### src/logic/hpc_pkg.sv
package hpc_pkg;
  typedef enum logic [1:0]
  {
    HPC_MODE_ASYNC_A = 2'b00,
    HPC_MODE_BURST = 2'b01,
    HPC_MODE_ASYNC_B = 2'b10,
    HPC_MODE_SYNC = 2'b11
  } hpc_mode_t;

  typedef enum logic [1:0]
  {
    HPC_ST_IDLE = 2'b00,
    HPC_ST_WAIT = 2'b01,
    HPC_ST_ACK = 2'b10,
    HPC_ST_HOLD = 2'b11
  } hpc_state_t;

  localparam int HPC_DATA_W = 8;
  localparam int HPC_IRQ_W = 8;
  localparam logic [7:0] HPC_DATA_RST = 8'h00;
  localparam logic HPC_OE_RST_N = 1'b1;
  localparam int HPC_ACK_LAT = 2;
endpackage : hpc_pkg

### src/logic/hpc_sync2.sv
`timescale 1ns/1ps
module hpc_sync2 #(
  parameter int WIDTH = 1
) (
  input wire logic i_mclk,
  input wire logic i_resetn,
  input wire logic [WIDTH-1:0] i_async,
  output logic [WIDTH-1:0] o_sync
);
  logic [WIDTH-1:0] meta_q;

  initial
  begin
    if (WIDTH < 1)
    begin
      $error("hpc_sync2: WIDTH must be at least 1");
    end
  end

  always_ff @(posedge i_mclk)
  begin
    if (!i_resetn)
    begin
      meta_q <= '0;
      o_sync <= '0;
    end
    else
    begin
      meta_q <= i_async;
      o_sync <= meta_q;
    end
  end
endmodule : hpc_sync2

### src/logic/hpc_host_port_control.sv
`timescale 1ns/1ps
module hpc_host_port_control
  import hpc_pkg::*;
#(
  parameter int ACK_LAT = hpc_pkg::HPC_ACK_LAT,
  parameter int IRQ_W = hpc_pkg::HPC_IRQ_W
) (
  input wire logic i_mclk,
  input wire logic i_resetn,
  input wire logic i_data_bus_drive_en_n,
  input wire logic i_burst_final_xfer_n,
  input wire logic i_addr_sel_strap,
  input wire hpc_pkg::hpc_mode_t i_bus_mode,
  input wire logic i_cycle_req,
  input wire logic [hpc_pkg::HPC_DATA_W-1:0] i_rd_data,
  input wire logic [IRQ_W-1:0] i_irq_src,
  input wire logic i_primary_rx_line_pos,
  input wire logic i_primary_rx_line_neg,
  input wire logic i_backup_rx_line_pos,
  input wire logic i_backup_rx_line_neg,
  input wire logic i_use_backup,
  output logic [hpc_pkg::HPC_DATA_W-1:0] o_data_out,
  output logic [hpc_pkg::HPC_DATA_W-1:0] o_data_oe_n,
  output logic o_irq_out_n,
  output logic o_irq_oe_n,
  output logic o_cycle_done_ack,
  output logic o_burst_end,
  output logic o_port_ok,
  output logic o_rx_line_bit,
  output logic o_rx_line_valid
);
  import hpc_pkg::*;

  initial
  begin
    if (ACK_LAT < 1 || ACK_LAT > 15)
    begin
      $error("hpc_host_port_control: ACK_LAT must be 1..15");
    end
    if (IRQ_W < 1)
    begin
      $error("hpc_host_port_control: IRQ_W must be at least 1");
    end
  end

  logic drive_s;
  logic en_n_s;
  logic last_n_s;
  logic strap_s;
  logic req_s;
  logic pp_s;
  logic pn_s;
  logic bp_s;
  logic bn_s;
  logic [IRQ_W-1:0] irq_s;

  // Enable travels as a drive request so a flushed synchroniser means bus released
  hpc_sync2 #(.WIDTH(8 + IRQ_W)) u_sync (
    .i_mclk(i_mclk),
    .i_resetn(i_resetn),
    .i_async({~i_data_bus_drive_en_n, i_burst_final_xfer_n, i_addr_sel_strap, i_cycle_req,
      i_primary_rx_line_pos, i_primary_rx_line_neg, i_backup_rx_line_pos,
      i_backup_rx_line_neg, i_irq_src}),
    .o_sync({drive_s, last_n_s, strap_s, req_s, pp_s, pn_s, bp_s, bn_s, irq_s})
  );
  assign en_n_s = ~drive_s;

  hpc_state_t state_q;
  logic [3:0] lat_q;
  logic burst_mode;
  assign burst_mode = (i_bus_mode == HPC_MODE_BURST);

  // Data bus pins: released on reset or while enable is high
  always_ff @(posedge i_mclk)
  begin
    if (!i_resetn)
    begin
      o_data_out <= HPC_DATA_RST;
      o_data_oe_n <= {HPC_DATA_W{HPC_OE_RST_N}};
    end
    else
    begin
      o_data_out <= i_rd_data;
      o_data_oe_n <= {HPC_DATA_W{en_n_s}};
    end
  end

  // Open-drain interrupt: output stays low, only the enable moves
  always_ff @(posedge i_mclk)
  begin
    if (!i_resetn)
    begin
      o_irq_out_n <= 1'b0;
      o_irq_oe_n <= 1'b1;
    end
    else
    begin
      o_irq_out_n <= 1'b0;
      o_irq_oe_n <= ~(|irq_s);
    end
  end

  // Cycle handshake: acknowledge after latency, then hold until request drops
  always_ff @(posedge i_mclk)
  begin
    if (!i_resetn)
    begin
      state_q <= HPC_ST_IDLE;
      lat_q <= 4'h0;
      o_cycle_done_ack <= 1'b0;
      o_burst_end <= 1'b0;
    end
    else
    begin
      case (state_q)
        HPC_ST_IDLE:
        begin
          o_cycle_done_ack <= 1'b0;
          o_burst_end <= 1'b0;
          if (req_s && strap_s)
          begin
            state_q <= HPC_ST_WAIT;
            lat_q <= 4'(ACK_LAT - 1);
          end
        end
        HPC_ST_WAIT:
        begin
          if (!req_s)
          begin
            state_q <= HPC_ST_IDLE;
          end
          else if (lat_q == 4'h0)
          begin
            state_q <= HPC_ST_ACK;
            o_cycle_done_ack <= 1'b1;
            o_burst_end <= burst_mode && !last_n_s;
          end
          else
          begin
            lat_q <= lat_q - 4'h1;
          end
        end
        HPC_ST_ACK:
        begin
          o_burst_end <= 1'b0;
          state_q <= HPC_ST_HOLD;
        end
        HPC_ST_HOLD:
        begin
          if (!req_s)
          begin
            o_cycle_done_ack <= 1'b0;
            state_q <= HPC_ST_IDLE;
          end
        end
        default:
        begin
          state_q <= HPC_ST_IDLE;
          o_cycle_done_ack <= 1'b0;
        end
      endcase
    end
  end

  always_ff @(posedge i_mclk)
  begin
    if (!i_resetn)
    begin
      o_port_ok <= 1'b0;
    end
    else
    begin
      o_port_ok <= strap_s;
    end
  end

  // Differential line receive with protection select
  always_ff @(posedge i_mclk)
  begin
    if (!i_resetn)
    begin
      o_rx_line_bit <= 1'b0;
      o_rx_line_valid <= 1'b0;
    end
    else if (i_use_backup)
    begin
      o_rx_line_bit <= bp_s;
      o_rx_line_valid <= bp_s ^ bn_s;
    end
    else
    begin
      o_rx_line_bit <= pp_s;
      o_rx_line_valid <= pp_s ^ pn_s;
    end
  end

  AST_BUS_RELEASE: assert property (@(posedge i_mclk) disable iff (!i_resetn)
    en_n_s |=> (&o_data_oe_n))
    else $error("data bus driven while enable high");
  AST_BUS_DRIVE: assert property (@(posedge i_mclk) disable iff (!i_resetn)
    !en_n_s |=> (o_data_oe_n == '0))
    else $error("data bus not driven while enabled");
  AST_IRQ_PULL: assert property (@(posedge i_mclk) disable iff (!i_resetn)
    (|irq_s) |=> (!o_irq_oe_n && !o_irq_out_n))
    else $error("interrupt not pulled low");
  AST_IRQ_FREE: assert property (@(posedge i_mclk) disable iff (!i_resetn)
    !(|irq_s) |=> o_irq_oe_n)
    else $error("interrupt held without source");
  AST_RESET_TRI: assert property (@(posedge i_mclk)
    !i_resetn |=> (&o_data_oe_n && o_irq_oe_n && !o_cycle_done_ack))
    else $error("outputs not released in reset");
  AST_ACK_LATENCY: assert property (@(posedge i_mclk) disable iff (!i_resetn)
    $rose(o_cycle_done_ack) |-> $past(req_s, 2) && $past(state_q) == HPC_ST_WAIT)
    else $error("acknowledge without request");
  AST_ACK_HOLD: assert property (@(posedge i_mclk) disable iff (!i_resetn)
    (o_cycle_done_ack && req_s) |=> o_cycle_done_ack)
    else $error("acknowledge dropped early");
  AST_STRAP_GATE: assert property (@(posedge i_mclk) disable iff (!i_resetn)
    (state_q == HPC_ST_IDLE && !strap_s) |=> state_q == HPC_ST_IDLE)
    else $error("cycle started with strap low");
  AST_BURST_IGNORE: assert property (@(posedge i_mclk) disable iff (!i_resetn)
    o_burst_end |-> $past(burst_mode) && !$past(last_n_s))
    else $error("burst end outside burst mode");
  AST_RX_SELECT: assert property (@(posedge i_mclk) disable iff (!i_resetn)
    i_use_backup |=> o_rx_line_bit == $past(bp_s))
    else $error("backup port not selected");

  COV_CYCLE: cover property (@(posedge i_mclk) disable iff (!i_resetn)
    $rose(o_cycle_done_ack));
  COV_BURST_END: cover property (@(posedge i_mclk) disable iff (!i_resetn) o_burst_end);
  COV_IRQ: cover property (@(posedge i_mclk) disable iff (!i_resetn) $fell(o_irq_oe_n));
  COV_BACKUP: cover property (@(posedge i_mclk) disable iff (!i_resetn)
    i_use_backup && o_rx_line_valid);
endmodule : hpc_host_port_control

### config.mk
export PLATFORM = sky130hd
export DESIGN_NAME = hpc_host_port_control
export DESIGN_NICKNAME = d
export VERILOG_FILES = /design/src/logic/hpc_pkg.sv /design/src/logic/hpc_sync2.sv /design/src/logic/hpc_host_port_control.sv
export SDC_FILE = /design/constraint.sdc
export NUM_CORES = 1
export LEC_CHECK = 0
export CAP_MARGIN = 10
export CORE_UTILIZATION = 39
export CTS_CLUSTER_DIAMETER = 50
export DETAILED_ROUTE_END_ITERATION = 7
export DONT_BUFFER_PORTS = 1
export GPL_TIMING_DRIVEN = 1
export PLACE_DENSITY_LB_ADDON = 0.1
export SETUP_SLACK_MARGIN = 0.02
export SKIP_CTS_REPAIR_TIMING = 1
export SYNTH_ARGS = -nofsm -noshare
export SYNTH_HDL_FRONTEND = slang
export SYNTH_SLANG_ARGS = --single-unit
### constraint.sdc
create_clock -name i_mclk -period 2.1 [get_ports i_mclk]
set_input_delay 0.21 -clock i_mclk [delete_from_list [all_inputs] [get_ports i_mclk]]
set_output_delay 0.21 -clock i_mclk [all_outputs]
set_load 0.02 [all_outputs]
==> impl_metrics.json <==
{
  "status": "complete, but fails checks",
  "violations": "DRC",
  "peakVddDrop_mv": 0.451,
  "grt_overflow": 0,
  "ctsLongestPathBuffers": 2,
  "n_fill_cell": 428,
  "synth_simple_gate_area_share_pct": 22.9,
  "synth_mux_area_share_pct": 2.69,
  "syn_area_per_cell_sq_um": 10.8,
  "synth-seq-cells": 53,
  "async_reset_ff_share_pct": 0,
  "syn_to_final_growth_pct": 7.14,
  "cts_htree_levels": 2,
  "clock-root-buffer": "clkbuf_8",
  "tns_ns": 0,
  "min_path_type": "in -> reg",
  "synth_top_family_by_area": "simple AND/OR/NAND/NOR gates",
  "pre_cts_ws_ns": 0.365,
  "synthAdderAreaFrac_pct": 4.04,
  "drt_wl_total_microns": 2880,
  "core.rowCount": 24,
  "fin_crit_ns": 1.76,
  "yosys-top-cells-count": "dfxtp_1, and2_1, buf_4, nand2_1",
  "gp_routability_congestion": 0.763,
  "synth_compound_area_share_pct": 6.67,
  "vias": 1090,
  "grt_pass1_vias": 1087,
  "synth_most_common_cell": "dfxtp_1",
  "io_buffer_count": 0,
  "synth_edf_count": 0,
  "yosysWarnings": 0,
  "final_nets": 206,
  "syn_area_sq_um": 1860,
  "tritoncts": "done",
  "worstPathRequired_ns": 2.34,
  "start_kind": "flip-flop",
  "maxSlewHeadroom_pct": 46.3,
  "fin_cells": 224,
  "clock_skew_ns": 0.00522,
  "netlist_top_cells_area": "dfxtp_1, and2_1, ha_1, buf_4, mux2i_1",
  "hpwl_microns": 1940,
  "postSynthNetCount": 207,
  "grt_max_degree": 52,
  "cts.sinks": 53,
  "whs_ns": 0.0174,
  "cts.clk_slew.worst_paths_ns": 0.10,
  "antenna_found_initial": 0,
  "start_util_pct": 41.5,
  "numCtsBuffers": 5,
  "crit_path_end_kind": "flip-flop",
  "synth_top_area_share_pct": 57.1,
  "drc": 8,
  "p_total_mw": 1.83,
  "p_leak_nw": 0.815,
  "worst-setup-path-type": "reg -> reg",
  "clock.fmax_mhz": 568,
  "setup_viol": 0,
  "min_period_over_period_pct": 83.9,
  "clkLatencyLatePin_ns": 0.31,
  "final-seq-area_sq_um": 1060,
  "rsz0062_at_grt": "false",
  "grt_pass1_wl_microns": 4820,
  "multiInputGateArea_sq_um": 696,
  "cp.arrival_ns": 2.00,
  "worst_pin_slew_ns": 0.807,
  "path_max_fanout": 8,
  "synth_top_area_cell": "dfxtp_1",
  "place_inst": 211,
  "synth_xor_area_share_pct": 0.943,
  "yosysSeqAreaShare_pct": 57.1,
  "dr.pass1.iters": 8,
  "core_sq_um": 4470,
  "dr.first_iter.drc_count": 37,
  "syn_inst": 172,
  "wl_per_cell_microns": 12.9,
  "grt_usage_pct": 12.5,
  "maxCapViolations": 0,
  "dieArea_sq_um": 5040,
  "ios": 52,
  "n_antenna_cell": 0,
  "fp.dieH_microns": 71.0,
  "die_w_microns": 71.0,
  "drv_slew": 0,
  "worst_slack_ns": 0.339,
  "yosysUniqueCellTypes": 39,
  "hold_violations": 0,
  "powerDensity_nw_per_um2": 918,
  "final_layout_size_suffix_gt1_share_pct": 8.72,
  "vias_per_cell": 4.87,
  "ant_nets": 0,
  "synth_top_flop_cell": "dfxtp_1"
}
through the flow:
stage	instance area [sq um]	utilization [%]
after global placement	1850	41.2
after floorplan	1860	-
after global routing	1990	44.5
after CTS	1940	43.4
after detailed placement	1850	41.2
final	1990	44.5
worst max-delay path, stage by stage (launching register included):
cell,delay (ns)
dfxtp_1,0.39
inv_1,0.10
ha_1,0.28
and4bb_2,0.29
or4_1,0.48
a21oi_1,0.16
cell usage in the layout, fill, tap and decap left out, drive strengths merged, types with 2 or more instances in the layout:
cell type / synthesis / layout
dfxtp: 53 / 53
and2: 41 / 41
nand2: 8 / 8
inv: 6 / 7
ha: 6 / 6
mux2i: 5 / 5
nor2: 5 / 5
clkbuf: 5 / 5
dlygate4sd3: 0 / 5
or4: 3 / 3
nand3: 2 / 2
o21ai: 2 / 2
nor3b: 2 / 2
a21oi: 2 / 2
clkinv: 0 / 2
power breakdown:
group          total, mW  switching [mW]  internal, mW
combinational      0.155          0.0749        0.0798
sequential          1.10          0.0429          1.05
clock              0.577           0.334         0.243
total               1.83           0.452          1.38
kinds of logic (layout without fill, tap and decap cells):
kind of cell	after synthesis	count (layout)
DFF	53	53
adders and majority gates	6	6
other	1	1
xor gates and xnor gates	2	2
and+or+nand+nor	70	70
buffers and inverters	19	19
AOI/OAI and AO/OA	16	16
muxes	5	5
layout make-up:
type                       count  area share, %
clock buffer                   5           3.46
clock inverter                 3           1.32
inverter                       6           1.13
multi-input combinational    100           34.9
sequential                    53           53.4
tap                           52           3.27
timing repair buffer           5           2.51
metal layers:
| metal | wire length (microns) | up-vias | global-route usage (%) |
|---|---|---|---|
| li1 | - | 560 | - |
| met1 | 1270 | 488 | 13.2 |
| met2 | 1370 | 37 | 21.3 |
| met3 | 194 | 5 | 6.27 |
| met4 | 50 | 0 | 5.33 |
| met5 | 0 | - | 0 |
flip-flops by register name (all words and copies together) (netlist names), named ones only:
signal,cells
u_sync.meta_q,16
u_sync.o_sync,16
o_data_out,8
lat_q,4
o_burst_end,1
o_cycle_done_ack,1
o_data_oe_n,1
o_irq_oe_n,1
o_port_ok,1
o_rx_line_bit,1
o_rx_line_valid,1
state_q,1
path summary, 6_finish.rpt:
| kind | startpoint | endpoint | slack (ns) | cells past startpoint |
|---|---|---|---|---|
| worst max-delay path | flip-flop | lat_q[3] | 0.34 | 5 |
| worst min-delay path | i_resetn | u_sync.meta_q[4] | 0.02 | 1 |
| worst max register to register | flip-flop | lat_q[3] | 0.34 | 5 |
| worst min register to register | u_sync.o_sync[15] | o_data_oe_n[0] | 0.37 | 1 |
Note: power is estimated with default switching activity, not from simulation.
